===== src/cmd_decode_pkg.sv =====
package cmd_decode_pkg;
  // ----------------------------------------------------------------
  // Link widths
  // ----------------------------------------------------------------
  localparam int ADDR_W      = 21;     // Address field, bits 0..20
  localparam int BANK_W      = 3;      // Eight banks
  localparam int MODE_W      = 18;     // Mode word, address bits 0..17
  localparam int DATA_W      = 36;     // Data word width
  localparam int MASK_W      = 2;      // One mask bit per data half
  localparam int ROW_W       = 13;     // Internal refresh row counter
  localparam int BANKS       = 8;

  // ----------------------------------------------------------------
  // Reset values and timing
  // ----------------------------------------------------------------
  localparam logic [MODE_W-1:0] MODE_RESET = 18'h0_0000;
  localparam logic [1:0] BURST_LEN_DEF = 2'h1;       // Burst of four words
  localparam int CLK_PERIOD_NS       = 10;
  localparam int CONFIG_SETTLE_NS    = 60;           // Mode settle time
  localparam int CONFIG_SETTLE_CYC   =
    (CONFIG_SETTLE_NS + CLK_PERIOD_NS - 1) / CLK_PERIOD_NS;
  localparam int REFRESH_GROUP_NS    = 3900;         // Group posting period
  localparam int REFRESH_GROUP_CYC   = REFRESH_GROUP_NS / CLK_PERIOD_NS;
  localparam int MODE_BL_LSB         = 3;            // Burst length field

  // ----------------------------------------------------------------
  // Decoded command set
  // ----------------------------------------------------------------
  typedef enum logic [2:0] {
    deselect_idle_cmd,
    config_load_cmd,
    read_cmd,
    write_cmd,
    bank_refresh_cmd,
    illegal_cmd
  } cmd_t;
endpackage : cmd_decode_pkg


===== src/mem_cmd_if.sv =====
interface mem_cmd_if;
  import cmd_decode_pkg::*;
  logic                 sel_n;      // Chip select, active low
  logic                 write_n;    // Write strobe, active low
  logic                 refresh_n;  // Refresh strobe, active low
  logic [BANK_W-1:0]    bank_select;
  logic [ADDR_W-1:0]    addr;
  logic [DATA_W-1:0]    wdata;
  logic [MASK_W-1:0]    write_mask;
  logic [DATA_W-1:0]    rdata;
  logic                 rvalid;

  modport device (
    input  sel_n, write_n, refresh_n, bank_select, addr, wdata, write_mask,
    output rdata, rvalid
  );
  modport controller (
    output sel_n, write_n, refresh_n, bank_select, addr, wdata, write_mask,
    input  rdata, rvalid
  );
endinterface : mem_cmd_if

===== src/mem_cmd_device.sv =====
module mem_cmd_device
  import cmd_decode_pkg::*;
#(
  parameter int DEPTH_W = 4            // Stored locations per bank (2**DEPTH_W)
) (
  input  wire logic        clk,
  input  wire logic        reset,
  mem_cmd_if.device        link,
  output logic [MODE_W-1:0] mode_word,     // Current mode register
  output logic [2:0]       busy_banks_cnt, // Burst words still to move (low bits)
  output logic             illegal_seen,   // Sticky: undefined command decoded
  output logic [ROW_W-1:0] last_refresh_row,
  output logic [BANK_W-1:0] last_refresh_bank
);

  // ----------------------------------------------------------------
  // State
  // ----------------------------------------------------------------
  localparam int LOCS = 1 << DEPTH_W;
  // Only the low DEPTH_W address bits reach storage; the rest of the
  // read and write address is accepted but not kept, which keeps the
  // flip-flop array small

  // Kind of burst in flight; only one runs at a time
  typedef enum logic [1:0] {burst_idle, burst_read, burst_write} burst_t;

  // Whole control state in one packed word, so one process computes it
  // and one register stage holds it
  typedef struct packed {
    logic [MODE_W-1:0]                   mode;       // Mode register
    burst_t                              burst;      // Running burst kind
    logic [BANK_W-1:0]                   bank;       // Burst bank
    logic [DEPTH_W-1:0]                  loc;        // Burst location
    logic [3:0]                          left;       // Words still to move
    logic [BANKS-1:0][ROW_W-1:0]         row;        // Refresh row per bank
    logic [ROW_W-1:0]                    ref_row;
    logic [BANK_W-1:0]                   ref_bank;
    logic                                illegal;
    logic [DATA_W-1:0]                   rdata;
    logic                                rvalid;
  } state_t;

  // Registered state and its next value
  state_t state_reg;
  state_t state_next;
  // Storage stays apart from the packed state: it would make the state
  // word very wide, and it needs no reset
  logic [DATA_W-1:0] mem_reg [BANKS][LOCS];  // Array, flip-flops
  // Decode and write-port helpers
  cmd_t              cmd;                    // Decoded command this edge
  logic [3:0]        burst_words;            // Words per burst from mode
  logic              wr_beat;                // Write word taken this edge
  logic [BANK_W-1:0] wr_bank;
  logic [DEPTH_W-1:0] wr_loc;

  // ----------------------------------------------------------------
  // Command decode
  // ----------------------------------------------------------------
  // Pure decode of the strobes as seen at this rising edge
  always_comb begin
    if (link.sel_n) begin
      cmd = deselect_idle_cmd;
    end else begin
      // Write strobe is the upper bit; all four codes are defined
      case ({link.write_n, link.refresh_n})
        2'b00:   cmd = config_load_cmd;
        2'b11:   cmd = read_cmd;
        2'b01:   cmd = write_cmd;
        2'b10:   cmd = bank_refresh_cmd;
        // Unreachable with two strobes; kept so the decode stays total
        default: cmd = illegal_cmd;
      endcase
    end
  end

  // Burst length field: 0 -> 2, 1 -> 4, 2 -> 8 words
  // Code 3 is undefined; four words is the safe fallback, since the
  // controller spaces its commands for a four-word burst
  always_comb begin
    case (state_reg.mode[MODE_BL_LSB +: 2])
      2'h0:    burst_words = 4'h2;
      2'h2:    burst_words = 4'h8;
      default: burst_words = 4'h4;
    endcase
  end

  // ----------------------------------------------------------------
  // Next state
  // ----------------------------------------------------------------
  // One process holds the whole sequence; memory write is separate
  // A new read or write replaces any burst still in flight
  always_comb begin
    state_next        = state_reg;
    state_next.rvalid = 1'b0;
    wr_beat           = 1'b0;
    wr_bank           = state_reg.bank;
    wr_loc            = state_reg.loc;

    // Ongoing burst advances whatever is decoded this edge
    if (state_reg.burst != burst_idle) begin
      // Read word leaves through a register, one edge later
      if (state_reg.burst == burst_read) begin
        state_next.rdata  = mem_reg[state_reg.bank][state_reg.loc];
        state_next.rvalid = 1'b1;
      end else begin
        // Later write words come from the data lines at this edge
        wr_beat = 1'b1;
      end
      state_next.loc  = state_reg.loc + DEPTH_W'(1);
      state_next.left = state_reg.left - 4'h1;
      // Last word moved: the burst ends here
      if (state_reg.left == 4'h1) begin
        state_next.burst = burst_idle;
      end
    end

    case (cmd)
      deselect_idle_cmd: begin
        // Nothing accepted; running burst already handled
      end
      config_load_cmd: begin
        // Upper address bits and the bank select are dropped
        state_next.mode = link.addr[MODE_W-1:0];
      end
      read_cmd, write_cmd: begin
        // A new burst takes over; controller spaces commands for a four-word burst
        state_next.burst = (cmd == read_cmd) ? burst_read : burst_write;
        state_next.bank  = link.bank_select;
        state_next.loc   = link.addr[DEPTH_W-1:0];
        state_next.left  = burst_words;
        if (cmd == write_cmd) begin
          // First word rides with the command itself
          wr_beat          = 1'b1;
          wr_bank          = link.bank_select;
          wr_loc           = link.addr[DEPTH_W-1:0];
          // Next word goes to the following location
          state_next.loc   = link.addr[DEPTH_W-1:0] + DEPTH_W'(1);
          state_next.left  = burst_words - 4'h1;
        end
      end
      bank_refresh_cmd: begin
        // Row from internal counter; address pins are ignored
        state_next.ref_bank = link.bank_select;
        // Report the row about to be refreshed, then step its counter
        state_next.ref_row  = state_reg.row[link.bank_select];
        // Row counter wraps, so every row of a bank comes round again
        state_next.row[link.bank_select] =
          state_reg.row[link.bank_select] + ROW_W'(1);
      end
      default: begin
        // Undefined strobe code: remembered for the user
        state_next.illegal = 1'b1;
      end
    endcase
  end

  // ----------------------------------------------------------------
  // Registers
  // ----------------------------------------------------------------
  // All control state on one edge of clk
  // Reset clears every field, then gives the mode register its value
  // No command is decoded while reset is high
  always_ff @(posedge clk or posedge reset) begin
    if (reset) begin
      state_reg      <= '0;
      state_reg.mode <= MODE_RESET;
    end else begin
      state_reg <= state_next;
    end
  end

  // Array writes with per-half masking; no reset on storage
  // A mask bit high leaves that half of the stored word unchanged
  always_ff @(posedge clk) begin
    if (wr_beat) begin
      for (int h = 0; h < MASK_W; h++) begin
        if (!link.write_mask[h]) begin
          mem_reg[wr_bank][wr_loc][h*(DATA_W/MASK_W) +: DATA_W/MASK_W] <=
            link.wdata[h*(DATA_W/MASK_W) +: DATA_W/MASK_W];
        end
      end
    end
  end

  // ----------------------------------------------------------------
  // Outputs
  // ----------------------------------------------------------------
  // Every output is a state field, so none is combinational
  // Link outputs
  assign link.rdata        = state_reg.rdata;
  assign link.rvalid       = state_reg.rvalid;
  // Status outputs; busy_banks_cnt shows the low three bits only, so an
  // eight-word read burst reads as zero until its first word has moved
  assign mode_word         = state_reg.mode;
  assign busy_banks_cnt    = state_reg.left[2:0];
  assign illegal_seen      = state_reg.illegal;
  assign last_refresh_row  = state_reg.ref_row;
  assign last_refresh_bank = state_reg.ref_bank;

endmodule // mem_cmd_device


===== src/flat_wrapper.sv =====
// flat-port wrapper written by rule: the top's interface ports become plain ports
module mem_cmd_device_flat import cmd_decode_pkg::*;
#(
  parameter int DEPTH_W = 4                                                     
)
  (clk, reset, mode_word, busy_banks_cnt, illegal_seen, last_refresh_row, last_refresh_bank, link_sel_n, link_write_n, link_refresh_n, link_bank_select, link_addr, link_wdata, link_write_mask, link_rdata, link_rvalid);
  mem_cmd_if link_i ();
  input  wire logic clk;
  input  wire logic reset;
  output logic [MODE_W-1:0] mode_word;
  output logic [2:0] busy_banks_cnt;
  output logic illegal_seen;
  output logic [ROW_W-1:0] last_refresh_row;
  output logic [BANK_W-1:0] last_refresh_bank;
  input wire logic [$bits(link_i.sel_n)-1:0] link_sel_n;
  input wire logic [$bits(link_i.write_n)-1:0] link_write_n;
  input wire logic [$bits(link_i.refresh_n)-1:0] link_refresh_n;
  input wire logic [$bits(link_i.bank_select)-1:0] link_bank_select;
  input wire logic [$bits(link_i.addr)-1:0] link_addr;
  input wire logic [$bits(link_i.wdata)-1:0] link_wdata;
  input wire logic [$bits(link_i.write_mask)-1:0] link_write_mask;
  output wire logic [$bits(link_i.rdata)-1:0] link_rdata;
  output wire logic [$bits(link_i.rvalid)-1:0] link_rvalid;
  assign link_i.sel_n = link_sel_n;
  assign link_i.write_n = link_write_n;
  assign link_i.refresh_n = link_refresh_n;
  assign link_i.bank_select = link_bank_select;
  assign link_i.addr = link_addr;
  assign link_i.wdata = link_wdata;
  assign link_i.write_mask = link_write_mask;
  assign link_rdata = link_i.rdata;
  assign link_rvalid = link_i.rvalid;
  mem_cmd_device #(.DEPTH_W(DEPTH_W)) u_core (.clk(clk), .reset(reset), .link(link_i), .mode_word(mode_word), .busy_banks_cnt(busy_banks_cnt), .illegal_seen(illegal_seen), .last_refresh_row(last_refresh_row), .last_refresh_bank(last_refresh_bank));
endmodule

===== config.mk =====
export PLATFORM = sky130hd
export DESIGN_NAME = mem_cmd_device_flat
export DESIGN_NICKNAME = d
export VERILOG_FILES = /design/src/cmd_decode_pkg.sv /design/src/mem_cmd_if.sv /design/src/mem_cmd_device.sv /design/src/flat_wrapper.sv
export SDC_FILE = /design/constraint.sdc
export NUM_CORES = 2
export LEC_CHECK = 0
export BUFFER_PORTS_ARGS = -buffer_cell sky130_fd_sc_hd__buf_2
export CORE_AREA = 2 2 732 734
export CTS_CLUSTER_DIAMETER = 150
export DETAILED_ROUTE_END_ITERATION = 6
export DIE_AREA = 0 0 734 736
export SETUP_SLACK_MARGIN = 0.5
export SLEW_MARGIN = 20
export SYNTH_ARGS = -nofsm -noshare
export SYNTH_HDL_FRONTEND = slang
export SYNTH_MEMORY_MAX_BITS = 65536
export SYNTH_SLANG_ARGS = --single-unit

===== constraint.sdc =====
create_clock -name clk -period 6.8 [get_ports clk]
set_input_delay 2.04 -clock clk [delete_from_list [all_inputs] [get_ports clk]]
set_output_delay 2.04 -clock clk [all_outputs]
set_load 0.02 [all_outputs]

==> impl_metrics.prom <==
# TYPE chip_impl_metric gauge
chip_impl_info{name="run_status",value="finished with violations"} 1
chip_impl_info{name="violations",value="DRC"} 1
chip_impl_info{name="worst-setup-path-type",value="input port to flop"} 1
chip_impl_metric{name="clock_insertion_delay_worst_skew",unit="ps"} 1030
chip_impl_info{name="most_common_cell_in_the_synthesized_netlist",value="edfxtp_1"} 1
chip_impl_metric{name="core_region_area",unit="um2"} 532000
chip_impl_metric{name="post_route_cells_drive_above_1_share",unit="%"} 23.9
chip_impl_metric{name="routed-via-count",unit=""} 94700
chip_impl_metric{name="vdd.ir_drop.worst",unit="mV"} 0.276
chip_impl_metric{name="timing.max_slew.rel_slack",unit="%"} 12.4
chip_impl_metric{name="largest_register_ffs",unit=""} 4608
chip_impl_metric{name="power.static_leakage",unit="uW"} 0.0683
chip_impl_metric{name="met2WireLength",unit="um"} 242000
chip_impl_metric{name="synth.yosys.warnings",unit=""} 0
chip_impl_metric{name="post_cts_hold_buffer_count",unit=""} 0
chip_impl_metric{name="vias_in_the_first_global_route",unit=""} 94000
chip_impl_metric{name="total_clock_buffers_created_by_cts",unit=""} 472
chip_impl_metric{name="timing.final.crit_share",unit="%"} 76.7
chip_impl_metric{name="synth_edf_count",unit=""} 4608
chip_impl_metric{name="io_buffer_count",unit=""} 138
chip_impl_metric{name="floorplan.rows",unit=""} 268
chip_impl_metric{name="r2r_slack",unit="ps"} 2250
chip_impl_info{name="yosys-top-cells-area",value="edfxtp_1, mux4_2, mux2i_1"} 1
chip_impl_metric{name="yosys.area.top_type_share",unit="%"} 74.6
chip_impl_metric{name="antenna_violating_nets_post_route",unit=""} 0
chip_impl_info{name="critical_path.slowest_cell",value="nor2_1"} 1
chip_impl_metric{name="timing.critical_path.slowest_cell_delay",unit="ps"} 580
chip_impl_metric{name="grt_overflow_total",unit=""} 0
chip_impl_metric{name="remaining_drc_errors",unit=""} 1
chip_impl_metric{name="die_height",unit="um"} 736
chip_impl_metric{name="timing.critical_path.required",unit="ps"} 7450
chip_impl_metric{name="gpl.final_weighted_congestion",unit=""} 0.843
chip_impl_metric{name="report.final.hold_viol_count",unit=""} 0
chip_impl_metric{name="report.power.total",unit="uW"} 70300
chip_impl_info{name="rsz0062_at_grt",value="false"} 1
chip_impl_metric{name="postSynthAreaPerCell",unit="um2"} 20.1
chip_impl_info{name="critical_path_startpoint_category",value="input port"} 1
chip_impl_metric{name="routed_via_density",unit=""} 5.53
chip_impl_metric{name="clock_path_buffers",unit=""} 4
chip_impl_metric{name="clock.fmax",unit="MHz"} 192
chip_impl_info{name="predominant_post_synthesis_flop_cell",value="edfxtp_1"} 1
chip_impl_metric{name="postCtsSetupBuffers",unit=""} 0
chip_impl_metric{name="wl_per_cell",unit="um"} 29.6
chip_impl_info{name="hold_class",value="flop to flop"} 1
chip_impl_metric{name="path_max_fanout",unit=""} 24
chip_impl_metric{name="die_outline_area",unit="um2"} 540000
chip_impl_metric{name="report.final.setup_viol",unit=""} 0
chip_impl_info{name="worst_path_dominant_cell_family",value="simple AND/OR/NAND/NOR gates"} 1
chip_impl_info{name="ys_top_cells_by_count",value="edfxtp_1, mux2i_1, mux4_2"} 1
chip_impl_info{name="critical_path.endpoint_type",value="flop"} 1
chip_impl_info{name="synthDominantAreaCellType",value="edfxtp_1"} 1
chip_impl_metric{name="max_slew.worst_pin.slew",unit="ps"} 1300
chip_impl_metric{name="syn-cell-area",unit="um2"} 186000
chip_impl_info{name="cp_common_cell",value="buf_4"} 1
chip_impl_metric{name="setup_skew",unit="ps"} 94.5
chip_impl_metric{name="synthDistinctLibCells",unit=""} 68
chip_impl_metric{name="sequential_share_of_the_synthesized_area",unit="%"} 77.1
chip_impl_metric{name="power.density_cell_area",unit="nW/um2"} 331
chip_impl_metric{name="post_cts_resized",unit=""} 0
chip_impl_info{name="tritoncts",value="built"} 1
chip_impl_metric{name="timing.final.crit_period",unit="ps"} 5210
chip_impl_metric{name="ctsHtreeMaxLevel",unit=""} 5
chip_impl_info{name="clock_tree.root_cell",value="clkbuf_16"} 1
chip_impl_metric{name="initial_utilization",unit="%"} 34.9
chip_impl_metric{name="drt-initial-drc-count",unit=""} 12000
chip_impl_info{name="regToRegEndpoint",value="u_core.link.rdata[26]"} 1
chip_impl_metric{name="synth.ff_latch_count",unit=""} 4797
chip_impl_metric{name="maxCapViolCount",unit=""} 0
chip_impl_metric{name="async_reset_ff_share",unit="%"} 3.94
chip_impl_metric{name="wl_met1",unit="um"} 204000
chip_impl_metric{name="largest_net_degree_at_the_start_of_global_routing",unit=""} 125
chip_impl_metric{name="io_pins",unit=""} 142
chip_impl_metric{name="post-dp-hpwl",unit="um"} 308000
chip_impl_metric{name="routed_wl",unit="um"} 508000
chip_impl_metric{name="report.final.slew_viol_count",unit=""} 0
chip_impl_metric{name="detailedRoute.firstPassIterationCount",unit=""} 7
chip_impl_metric{name="global_route_wire_length_before_repair",unit="um"} 709000
chip_impl_metric{name="worst_ep_arrival_time",unit="ps"} 5870
chip_impl_info{name="timing.critical_path.cells",value="buf_2 -> nand2b_1 -> buf_4 -> nor2_2 -> buf_4 -> o31ai_1 -> buf_4 -> nor2b_1 -> nand2_1 -> nor2_1 -> buf_4"} 1
chip_impl_metric{name="mappedNetlistNets",unit=""} 9283
chip_impl_metric{name="setup_total_negative_slack",unit="ps"} 0
chip_impl_metric{name="worst_r2r_path_depth",unit=""} 8
chip_impl_metric{name="post_synth_inst_count",unit=""} 9211
chip_impl_metric{name="area_growth",unit="%"} 14.6
chip_impl_metric{name="clkSlewWorstSetupHoldPaths",unit="ps"} 60
chip_impl_metric{name="critical_path_depth",unit=""} 11
chip_impl_metric{name="critPathBufInv",unit=""} 5
chip_impl_metric{name="initial_antenna_violation_count",unit=""} 34
chip_impl_info{name="crit_path_end",value="u_core.mem_reg[4][284]"} 1
chip_impl_metric{name="final_net_count",unit=""} 9775
chip_impl_metric{name="die_w",unit="um"} 734
chip_impl_info{name="worst_r2r_startpoint",value="u_core.state_reg[167]"} 1
chip_impl_info{name="worstSetupStartpoint",value="link_sel_n"} 1
chip_impl_metric{name="detailroute.wirelength.met3",unit="um"} 45200
chip_impl_info{name="top_layer",value="met5"} 1
chip_impl_metric{name="clock-sinks",unit=""} 4797
chip_impl_metric{name="groute.usage.overall",unit="%"} 18.2
[power breakdown]
group | internal [uW] | switching [uW] | total [uW]
Clock | 14700 | 11100 | 25800
Combinational | 3380 | 7900 | 11300
Sequential | 32700 | 415 | 33100
Total | 50800 | 19400 | 70300
[metal layers]
metal  GRT usage [%]  up-vias
met5               0        -
met1            24.7    50500
met4            5.61       14
li1                -    39000
met3            3.75      716
met2            29.5     4526
[cell usage in the layout (no fill, tap or decap), types with 101 or more instances in the layout]
cell	instances
nand2_1	324
nor2_2	146
o22ai_1	271
nor3_1	191
mux4_2	806
a221oi_1	105
o21ai_0	144
clkinv_1	110
dfrtp_1	183
nor2_1	196
edfxtp_1	4608
buf_2	102
mux2i_1	830
clkbuf_1	101
buf_4	497
clkbuf_16	473
[worst reg2reg max path: stages, from the launching register on]
cell      delay [ps]
dfrtp_4          920
buf_12           510
buf_4           1010
mux4_2           510
nand2_1           80
nand2_1          150
a221o_1          400
o211ai_1         390
o311ai_0         350
[cells by family after synthesis]
| logic type | count (synthesis) | synth area share (%) |
|---|---|---|
| adder cells (fa/ha/maj) | 5 | 0.0337 |
| AO/OA/AOI/OAI | 923 | 3.52 |
| AND/OR/NAND/NOR | 1090 | 2.61 |
| multiplexers | 1747 | 15.0 |
| flip-flops | 4797 | 77.1 |
| buffers and inverters | 629 | 1.56 |
| XOR/XNOR | 20 | 0.0944 |
[stage by stage]
stage               worst slack (ps)  area [um2]  instances  utilization (%)  hold WS (ps)
floorplan                       1940      186000       9211                -           442
global placement                 753      197000      16200             37.0           368
detailed placement               743      197000      16200             37.0           368
CTS                             1790      212000      17100             39.9           383
global route                    1590      212000      17100             40.0           390
finish                          1590      213000      17100             40.0           374
[worst min path at each step]
stage,start,to,depth (start not counted)
3_3_place_gp,u_core.illegal_seen,u_core.illegal_seen,0
6_report,u_core.illegal_seen,u_core.illegal_seen,0
2_1_floorplan,u_core.state_reg[121],u_core.state_reg[121],2
5_1_grt,u_core.illegal_seen,u_core.illegal_seen,0
4_1_cts,u_core.illegal_seen,u_core.illegal_seen,0
3_5_place_dp,u_core.illegal_seen,u_core.illegal_seen,0
[area by class of cell]
cell class / count / area (um2)
Antenna cell: 16 / 40.0
Inverter: 11 / 52.6
Clock buffer: 589 / 12400
Fill cell: 46700 / 319000
Tap cell: 7020 / 8780
Timing Repair Buffer: 636 / 4980
Clock inverter: 292 / 2980
Sequential cell: 4797 / 143000
Multi-Input combinational cell: 3785 / 40100
(Power assumes the default switching activity.)
